`config.mk`:
```
export PLATFORM = sky130hd
export DESIGN_NAME = plt_tx_path
export DESIGN_NICKNAME = d
export VERILOG_FILES = /design/src/rtl/plt_pkg.sv /design/src/rtl/plt_sync.sv /design/src/rtl/plt_tx_path.sv
export VERILOG_INCLUDE_DIRS = /design/src /design/src/rtl
export SDC_FILE = /design/constraint.sdc
export NUM_CORES = 1
export LEC_CHECK = 0
export ABC_CLOCK_PERIOD_IN_PS = 2110
export BUFFER_PORTS_ARGS = -buffer_cell sky130_fd_sc_hd__clkbuf_2
export CORE_ASPECT_RATIO = 1.5
export CORE_UTILIZATION = 58
export CTS_BUF_LIST = sky130_fd_sc_hd__clkbuf_8
export CTS_CLUSTER_SIZE = 8
export DETAILED_ROUTE_END_ITERATION = 7
export PLACE_DENSITY_LB_ADDON = 0.3
export SLEW_MARGIN = 10
export SYNTH_ARGS = -nofsm -noshare
export SYNTH_HDL_FRONTEND = slang
export SYNTH_HIERARCHICAL = 1
export SYNTH_SLANG_ARGS = --single-unit
```
`constraint.sdc`:
```
create_clock -name clk_sys -period 2.11 [get_ports clk_sys]
set_input_delay 0.3165 -clock clk_sys [delete_from_list [all_inputs] [get_ports clk_sys]]
set_output_delay 0.3165 -clock clk_sys [all_outputs]
set_load 0.02 [all_outputs]
```
`src/rtl/plt_cfg.svh`:
```
`ifndef PLT_CFG_SVH
`define PLT_CFG_SVH
`define PLT_REG_TX_PATH_CONTROL 8'h16
`define PLT_REG_TX_POWER_SETTING 8'h05
`define PLT_CTRL_RESET 8'h31
`define PLT_PWR_RESET 8'h60
`define PLT_LT_HI 7
`define PLT_LT_LO 6
`define PLT_OFFS_HI 1
`define PLT_OFFS_LO 0
`define PLT_PWR_HI 4
`define PLT_PWR_LO 0
`define PLT_CLK_MHZ 125
`define PLT_LEAD_STEP_US 2
`define PLT_LEAD_STEP_CYC (`PLT_LEAD_STEP_US * `PLT_CLK_MHZ)
`define PLT_LEAD_CYC_0 (`PLT_LEAD_STEP_CYC * 1)
`define PLT_LEAD_CYC_1 (`PLT_LEAD_STEP_CYC * 2)
`define PLT_LEAD_CYC_2 (`PLT_LEAD_STEP_CYC * 3)
`define PLT_LEAD_CYC_3 (`PLT_LEAD_STEP_CYC * 4)
`define PLT_CNT_W 11
`endif

```
`src/rtl/plt_pkg.sv`:
```
package plt_pkg;
  typedef enum logic [1:0] {
    PLT_IDLE = 2'b00,
    PLT_LEAD = 2'b01,
    PLT_SEND = 2'b10
  } plt_state_t;

  typedef struct packed {
    logic       wr_en;
    logic       rd_en;
    logic [7:0] addr;
    logic [7:0] wdata;
  } plt_bus_t;
endpackage

```
`src/rtl/plt_sync.sv`:
```
`timescale 1ns/10ps
`default_nettype none
module plt_sync
(
  // Clock and reset
  input  wire logic clk_sys,
  input  wire logic nrst,
  // Asynchronous level in, synchronised level out
  input  wire logic async_in,
  output var  logic sync_out
);
  typedef struct packed {
    logic s1;
    logic s2;
  } plt_sync_st_t;

  plt_sync_st_t st_ff;
  plt_sync_st_t nxt_st;

  always_comb
  begin
    nxt_st.s1 = async_in;
    nxt_st.s2 = st_ff.s1;
  end

  always_ff @(posedge clk_sys or negedge nrst)
  begin
    if (!nrst)
    begin
      st_ff <= '0;
    end
    else
    begin
      st_ff <= nxt_st;
    end
  end

  assign sync_out = st_ff.s2;
endmodule
`default_nettype wire

```
`src/rtl/plt_tx_path.sv`:
```
// Contract
// - A read/write control register holds lead time in bits 7:6, power offset in 1:0, 5:2 reserved.
// - The amplifier enable rises a programmed interval before the first transmitted chip.
// - Lead codes 0..3 give 2, 4, 6 or 8 us, code 0 after reset.
// - The amplifier enable can be shown on the differential front-end indicator pin pair.
// - The power offset is added to the power control word before it drives the power circuit.
`timescale 1ns/10ps
`default_nettype none
`include "plt_cfg.svh"
module plt_tx_path
(
  // Clock and reset
  input  wire logic            clk_sys,
  input  wire logic            nrst,
  // Register port
  input  wire plt_pkg::plt_bus_t reg_bus,
  output logic [7:0]           reg_rdata,
  // Transmit sequencing
  input  wire logic            tx_request,
  input  wire logic            tx_done,
  output logic                 tx_data_start,
  output logic                 amp_enable,
  output logic [5:0]           tx_power_applied,
  // Front-end indicator
  input  wire logic            frontend_ind_en_pin,
  output logic                 frontend_indicator_pos,
  output logic                 frontend_indicator_neg
);
  typedef struct packed {
    // Registers
    logic [7:0]               ctrl;
    logic [7:0]               pwr;
    logic [7:0]               rdata;
    // Sequencer
    plt_pkg::plt_state_t      state;
    logic [`PLT_CNT_W-1:0]    cnt;
    // Registered outputs
    logic                     start;
    logic                     amp;
    logic [5:0]               applied;
    logic                     ind_p;
    logic                     ind_n;
  } plt_st_t;

  plt_st_t st_ff;
  plt_st_t nxt_st;
  logic    ind_en;

  // Strap-like pin comes from outside, so synchronise it
  plt_sync u_sync
  (
    .clk_sys  (clk_sys),
    .nrst     (nrst),
    .async_in (frontend_ind_en_pin),
    .sync_out (ind_en)
  );

  always_comb
  begin
    logic [`PLT_CNT_W-1:0] lead_cyc;
    logic [1:0]            lead_code;
    logic [5:0]            pwr_word;
    logic [5:0]            offs_word;
    lead_cyc     = '0;
    lead_code    = st_ff.ctrl[`PLT_LT_HI:`PLT_LT_LO];
    pwr_word     = {1'b0, st_ff.pwr[`PLT_PWR_HI:`PLT_PWR_LO]};
    offs_word    = {4'h0, st_ff.ctrl[`PLT_OFFS_HI:`PLT_OFFS_LO]};
    nxt_st       = st_ff;
    nxt_st.start = 1'b0;

    // Reserved bits store and read back like the documented ones
    if (reg_bus.wr_en)
    begin
      unique case (reg_bus.addr)
        `PLT_REG_TX_PATH_CONTROL:
        begin
          nxt_st.ctrl = reg_bus.wdata;
        end
        `PLT_REG_TX_POWER_SETTING:
        begin
          nxt_st.pwr = reg_bus.wdata;
        end
        default:
        begin
          // Writes to unmapped addresses are dropped
          nxt_st.ctrl = st_ff.ctrl;
        end
      endcase
    end

    // Read data is registered and stands until the next read
    if (reg_bus.rd_en)
    begin
      unique case (reg_bus.addr)
        `PLT_REG_TX_PATH_CONTROL:
        begin
          nxt_st.rdata = st_ff.ctrl;
        end
        `PLT_REG_TX_POWER_SETTING:
        begin
          nxt_st.rdata = st_ff.pwr;
        end
        default:
        begin
          nxt_st.rdata = 8'h00;
        end
      endcase
    end

    // Lead of (code + 1) steps of 2 us
    unique case (lead_code)
      2'h0:
      begin
        lead_cyc = `PLT_CNT_W'(`PLT_LEAD_CYC_0);
      end
      2'h1:
      begin
        lead_cyc = `PLT_CNT_W'(`PLT_LEAD_CYC_1);
      end
      2'h2:
      begin
        lead_cyc = `PLT_CNT_W'(`PLT_LEAD_CYC_2);
      end
      2'h3:
      begin
        lead_cyc = `PLT_CNT_W'(`PLT_LEAD_CYC_3);
      end
    endcase

    unique case (st_ff.state)
      plt_pkg::PLT_IDLE:
      begin
        // Requests outside idle are ignored
        // Count loads one short: the enable edge is the first lead cycle
        if (tx_request)
        begin
          nxt_st.amp   = 1'b1;
          nxt_st.cnt   = lead_cyc - `PLT_CNT_W'(1);
          nxt_st.state = plt_pkg::PLT_LEAD;
        end
      end
      plt_pkg::PLT_LEAD:
      begin
        // Start is a one-cycle pulse after the last lead cycle
        if (st_ff.cnt == '0)
        begin
          nxt_st.start = 1'b1;
          nxt_st.state = plt_pkg::PLT_SEND;
        end
        else
        begin
          nxt_st.cnt = st_ff.cnt - `PLT_CNT_W'(1);
        end
      end
      plt_pkg::PLT_SEND:
      begin
        // An end before the start pulse is not seen, so the lead always completes
        if (tx_done)
        begin
          nxt_st.amp   = 1'b0;
          nxt_st.state = plt_pkg::PLT_IDLE;
        end
      end
      default:
      begin
        // Illegal state code falls back to idle with the amplifier off
        nxt_st.amp   = 1'b0;
        nxt_st.state = plt_pkg::PLT_IDLE;
      end
    endcase

    // Offset codes other than 1..3 are software's fault; added as written
    // Six bits hold the largest word plus offset, so the sum never wraps
    nxt_st.applied = pwr_word + offs_word;

    // Both low when disabled so the pins rest at their pull-down level
    if (ind_en)
    begin
      nxt_st.ind_p = nxt_st.amp;
      nxt_st.ind_n = ~nxt_st.amp;
    end
    else
    begin
      nxt_st.ind_p = 1'b0;
      nxt_st.ind_n = 1'b0;
    end
  end

  // Asynchronous reset loads only constants
  always_ff @(posedge clk_sys or negedge nrst)
  begin
    if (!nrst)
    begin
      st_ff.ctrl    <= `PLT_CTRL_RESET;
      st_ff.pwr     <= `PLT_PWR_RESET;
      st_ff.rdata   <= 8'h00;
      st_ff.state   <= plt_pkg::PLT_IDLE;
      st_ff.cnt     <= '0;
      st_ff.start   <= 1'b0;
      st_ff.amp     <= 1'b0;
      st_ff.applied <= 6'h00;
      st_ff.ind_p   <= 1'b0;
      st_ff.ind_n   <= 1'b0;
    end
    else
    begin
      st_ff <= nxt_st;
    end
  end

  // Every output comes straight from a flip-flop
  assign reg_rdata              = st_ff.rdata;
  assign tx_data_start          = st_ff.start;
  assign amp_enable             = st_ff.amp;
  assign tx_power_applied       = st_ff.applied;
  assign frontend_indicator_pos = st_ff.ind_p;
  assign frontend_indicator_neg = st_ff.ind_n;
endmodule
`default_nettype wire

```
==> impl_metrics.py, run 1 <==
metrics = {
    "outcome": {
        "status": "complete, but fails checks",
        "violations": "negative hold slack",
    },
    "logic_synthesis": {
        "synth_xor_area_frac": 0.0280,
        "ys.flop_type": "dfrtp_1",
        "yosysWarningCount": 6,
        "syn_inst": 233,
        "synth-simple-area-share": 0.155,
        "synth_edf_count": 0,
        "synth_top_family_by_area": "simple AND/OR/NAND/NOR gates",
        "avgSynthCellArea_um2": 10.7,
        "seq_area_frac_synth": 0.493,
        "syn_nets": 265,
        "synth_compound_area_frac": 0.121,
        "ys_ff_latch": 49,
        "syn_area_um2": 2500,
        "synth_cell_types": 50,
        "yosys-mux-area-fraction": 0.0806,
        "synthAdderAreaFrac": 0.0480,
        "synthArstFlopShare": 1.00,
    },
    "final_layout": {
        "syn_to_final_growth_pct": 12.4,
        "diodes": 0,
        "drive_above_1_share": 0.335,
        "nets": 297,
    },
    "floorplan": {
        "core_um2": 4030,
        "die_h_um": 82.4,
        "die_x_um": 55.6,
        "ioPinCount": 41,
        "die-area_um2": 4580,
        "initial_utilization": 0.620,
        "num_rows": 28,
    },
    "sta": {
        "tns_ps": 0,
        "hold_slack_ps": -12.4,
        "hold_viol_final": 12,
        "period_needed_ps": 1930,
        "finalCritPeriodShare": 0.917,
        "setup_viol": 0,
        "fin_ws_ps": 175,
        "slew_headroom": 0.610,
        "tightest_slew_ps": 579,
        "slew_viol_final": 0,
        "fin_worst_skew_ps": 6.71,
        "max_freq_mhz": 517,
        "rsz0062_at_grt": "false",
    },
    "clocking": {
        "clkTransAtPathRegs_ps": 90,
        "cts_buffers": 5,
        "cts_tree": "built",
        "clk_path_buf_depth": 2,
        "htree_levels": 2,
        "cts.sinks": 49,
        "clock-root-buffer": "clkbuf_8",
        "clk_latency_ps": 300,
        "cts_hold_buffers": 0,
    },
    "grt": {
        "grt_overflow": 0,
        "grt_use_total": 0.235,
        "grt_pass1_wl_um": 8090,
        "grt_start_max_net_pins": 30,
        "antenna_found_initial": 0,
        "grt_pass1_vias": 1807,
    },
    "pwr": {
        "p_switching_mw": 0.760,
        "vdd_drop_max_mv": 0.810,
        "p_int_mw": 1.78,
        "leakagePower_nw": 1.34,
        "p_per_area_nw_per_um2": 906,
        "switching_share": 0.299,
        "pwr-share-clk": 0.302,
        "pwr-share-seq": 0.469,
        "p_comb_frac": 0.228,
    },
    "min_path": {
        "hold_path_class": "input pin to asynchronous set/reset pin",
    },
    "detailed_routing": {
        "wl_met3_um": 169,
        "routed_wl_um": 4950,
        "drc_errors": 0,
        "top_layer": "met4",
        "first_pass_iters": 4,
        "drtAntennaViolNets": 0,
        "drt-vias-per-instance": 5.72,
        "wl_per_cell_um": 15.9,
        "routed-wl-met2_um": 2810,
        "drt_iter0_markers": 48,
        "wl_met1_um": 1850,
        "dr_total_vias": 1779,
    },
    "setup_path": {
        "path_max_fanout": 6,
        "crit_arrival_ps": 2130,
        "startpoint_type": "register",
        "cp.required_ps": 2300,
        "crit_type": "register to register",
        "endpoint_kind": "register",
    },
    "placement": {
        "dp_slack_ps": 153,
        "dp_hpwl_um": 3850,
        "place_congestion": 0.958,
        "port-buffer-count": 40,
    },
    "flow_run": {
        "cap_violations": 0,
    },
}
## through the flow
stage	cells	cell area, um^2	power [mW]	hold slack [ps]	utilization
CTS	311	2810	2.56	9.67	0.697
global route	311	2810	2.66	35.4	0.697
global placement	303	2670	1.76	319	0.664
floorplan	233	2500	1.62	20.9	-
finish	311	2810	2.54	-12.4	0.697
detailed placement	303	2670	1.79	331	0.664
## worst paths after layout
| path | slack, ps | startpoint | end | cells past startpoint |
|---|---|---|---|---|
| max | 180 | st_ff[46]$_DFFE_PN0P_ | st_ff[18]$_DFFE_PN0P_ | 8 |
| min | -10 | nrst | tx_data_start$_DFF_PN0_ | 1 |
| max reg2reg | 180 | st_ff[46]$_DFFE_PN0P_ | st_ff[18]$_DFFE_PN0P_ | 8 |
| min reg2reg | 350 | u_sync/nxt_st[0]$_DFF_PN0_ | u_sync/sync_out$_DFF_PN0_ | 0 |
| max in group asynchronous | 1490 | nrst | st_ff[39]$_DFFE_PN1P_ | 2 |
| min in group clk_sys | 120 | frontend_ind_en_pin | u_sync/nxt_st[0]$_DFF_PN0_ | 1 |
## Yosys cell counts, drive strengths merged, types with 2 or more instances
master  instances  area [um^2]
buf            18          133
mux2           17          191
o21a            3         22.5
nand3           6         30.0
clkbuf          4         15.0
a22oi           8         60.1
nand3b          3         22.5
nor3            3         15.0
o21ai           7         35.0
a21oi          16         83.8
nor2           27          118
or4             2         18.8
nand4           2         12.5
nor2b           3         18.8
dfrtp          44         1100
xnor2           5         43.8
inv            10         37.5
and2            2         12.5
xor2            3         26.3
nor4            4         25.0
nand2           9         33.8
dfstp           5          131
nand2b          5         31.3
or3             3         21.3
ha              8          100
## critical path, cell delays in order, from the launching register on
cell and delay [ps]:
dfrtp_1 420, inv_1 100, ha_1 210, nor2_1 130, o21a_1 160, ha_1 260, nand4_1 140, o21ai_0 230
o2bb2a_4 180
## kinds of logic (layout without fill, tap and decap cells)
family / Yosys count / in the layout
flops: 49 / 49
mux: 18 / 18
buf+inv: 32 / 65
xor+xnor: 8 / 8
compound gates: 44 / 44
simple gates: 73 / 73
fa+ha+maj: 9 / 9
## cell type report
cell class	count	area, um^2
timing repair buffer	47	265
tap	45	56.3
clock inverter	3	65.1
inverter	10	37.5
clock buffer	5	68.8
multi-input combinational	152	1080
fill	322	1220
sequential	49	1230
## state kept, by name, indices dropped and copies added, names as in the netlist
name and flops:
amp_enable 1, frontend_indicator_neg 1, frontend_indicator_pos 1, reg_rdata 8, st_ff 29, tx_data_start 1, tx_power_applied 6, u_sync/nxt_st 1
u_sync/sync_out 1
## placed cells by master, fill, tap and decap left out, drive strengths merged, types with 2 or more instances in the layout
cell	synthesis	final
nor2b	3	3
dfrtp	44	44
nand3	6	6
bufinv	0	2
ha	8	8
o21ai	7	7
nand2	9	9
xnor2	5	5
nand2b	5	5
a21oi	16	16
a22oi	8	8
xor2	3	3
nand4	2	2
and2	2	2
or3	3	3
nor4	4	4
inv	10	10
nor2	27	27
clkbuf	4	45
o21a	3	3
nor3	3	3
buf	18	7
or4	2	2
mux2	17	17
dfstp	5	5
nand3b	3	3
## power by group through the flow
stage	clock network (mW)	logic [mW]	registers [mW]
floorplan	0	0.454	1.17
global placement	0	0.558	1.20
detailed placement	0	0.579	1.21
CTS	0.782	0.584	1.19
global route	0.816	0.636	1.21
finish	0.770	0.581	1.19
## repair_timing
item                                    CTS  global route
endpoints found under the setup margin    0             2
hold endpoints to repair                  0             0
resized for setup                         0             1
setup buffers                             0             0
## metal layers
layer  GRT usage  vias up
li1            -      857
met1       0.228      865
met2       0.476       44
met3      0.0436       13
met4       0.110        0
met5           0        -
Power figures use the tool's default switching activity.
==> run 2: changes to the inputs <==
Settings changed: PLACE_DENSITY set to 0.82, PLACE_DENSITY_LB_ADDON 0.3 to not set.
==> impl_metrics.py, run 2 (synthesis results as in run 1) <==
metrics = {
    "final_layout": {
        "stdcell_count": 312,
        "final_cell_mix": "44 x dfrtp_1, 40 x clkbuf_2, 26 x nor2_1",
        "layout_commonest_cell": "dfrtp_1",
        "nets": 298,
        "syn_to_final_growth_pct": 10.3,
        "largest_register": "st_ff",
        "largest_reg_flops": 29,
        "fill_cells": 317,
        "drive_above_1_share": 0.337,
        "multi_input_area_um2": 1080,
        "regArea_um2": 1230,
        "diodes": 0,
    },
    "sta": {
        "max_freq_mhz": 518,
        "finalCritPeriodShare": 0.915,
        "hold_viol_final": 0,
        "period_needed_ps": 1930,
        "fin_worst_skew_ps": 7.17,
        "tns_ps": 0,
        "slew_headroom": 0.597,
        "slew_viol_final": 0,
        "tightest_slew_ps": 604,
        "rsz0062_at_grt": "false",
        "hold_slack_ps": 96.9,
        "setup_viol": 0,
    },
    "min_path": {
        "hold_path_class": "input pin to asynchronous set/reset pin",
    },
    "detailed_routing": {
        "dr_total_vias": 1794,
        "routed_wl_um": 4800,
        "drt_iter0_markers": 35,
        "drt-vias-per-instance": 5.75,
        "drc_errors": 0,
        "wl_per_cell_um": 15.4,
        "drtAntennaViolNets": 0,
        "first_pass_iters": 4,
    },
    "grt": {
        "antenna_found_initial": 0,
        "grt_overflow": 0,
        "grt_pass1_wl_um": 7910,
        "grt_pass1_vias": 1764,
        "grt_use_total": 0.228,
        "grt_start_max_net_pins": 50,
    },
    "setup_path": {
        "startpoint_type": "register",
        "cp.required_ps": 2310,
        "crit_arrival_ps": 2130,
        "crit_type": "register to register",
        "endpoint_kind": "register",
        "path_max_fanout": 6,
    },
    "clocking": {
        "clk_path_buf_depth": 2,
        "cts_tree": "built",
        "clock-root-buffer": "clkbuf_8",
        "cts.sinks": 49,
        "cts_buffers": 5,
        "clkTransAtPathRegs_ps": 90,
        "cts_setup_buffers": 0,
        "clk_latency_ps": 300,
        "htree_levels": 2,
    },
    "floorplan": {
        "ioPinCount": 41,
        "initial_utilization": 0.620,
        "die_x_um": 55.6,
        "num_rows": 28,
        "die_h_um": 82.4,
        "die-area_um2": 4580,
        "core_um2": 4030,
    },
    "pwr": {
        "leakagePower_nw": 1.31,
        "vdd_drop_max_mv": 0.663,
        "p_per_area_nw_per_um2": 838,
        "p_total_mw": 2.31,
    },
    "outcome": {
        "status": "complete, no violations",
    },
    "placement": {
        "dp_hpwl_um": 3530,
        "dp_cells": 304,
        "port-buffer-count": 40,
        "place_congestion": 0.922,
    },
    "flow_run": {
        "cap_violations": 0,
    },
}
[run 2: worst paths after layout]
path	from	endpoint	slack [ps]	cells after the start
setup / recovery	st_ff[45]$_DFFE_PN0P_	st_ff[18]$_DFFE_PN0P_	180	8
hold / removal	nrst	frontend_indicator_pos$_DFF_PN0_	100	2
setup reg to reg	st_ff[45]$_DFFE_PN0P_	st_ff[18]$_DFFE_PN0P_	180	8
hold reg to reg	u_sync/nxt_st[0]$_DFF_PN0_	u_sync/sync_out$_DFF_PN0_	370	0
max in group asynchronous	nrst	st_ff[17]$_DFFE_PN0P_	1600	2
min in group clk_sys	frontend_ind_en_pin	u_sync/nxt_st[0]$_DFF_PN0_	120	1
[run 2: area by class of cell]
| class | count | area share |
|---|---|---|
| sequential | 49 | 0.447 |
| inverter | 10 | 0.0136 |
| tap | 45 | 0.0204 |
| clock inverter | 3 | 0.00635 |
| clock buffer | 5 | 0.0250 |
| multi-input combinational | 152 | 0.393 |
| timing repair buffer | 48 | 0.0944 |
[run 2: per-layer routing]
layer | up-vias | GRT usage | routed length, um
met2 | 59 | 0.405 | 2520
met4 | 0 | 0.120 | 130
met3 | 12 | 0.0452 | 190
met5 | - | 0 | 0
met1 | 859 | 0.262 | 1960
li1 | 864 | - | -
[run 2: worst max-delay path: stages (launching register included)]
cell      delay [ps]
dfrtp_1          440
inv_1             90
ha_1             220
nor2_1           150
o21a_1           160
ha_2             240
nand4_1          110
o21ai_0          240
o2bb2a_4         180
[run 2: power by group]
part	total (mW)	switching (mW)	internal, mW
registers	1.19	0.125	1.06
clock network	0.540	0.311	0.229
logic	0.586	0.327	0.258
[run 2: through the flow]
step	area (um^2)	util	worst slack [ps]
after global routing	2760	0.684	35.8
final	2760	0.684	179
after detailed placement	2670	0.662	168
after floorplan	2500	-	306
after global placement	2670	0.662	259
after CTS	2760	0.684	148
[run 2: repair_timing]
| item | CTS | global route |
|---|---|---|
| gates resized for setup | 0 | 1 |
| endpoints found under the hold margin | 0 | 0 |
| endpoints found under the setup margin | 0 | 1 |
| hold buffers | 0 | 0 |
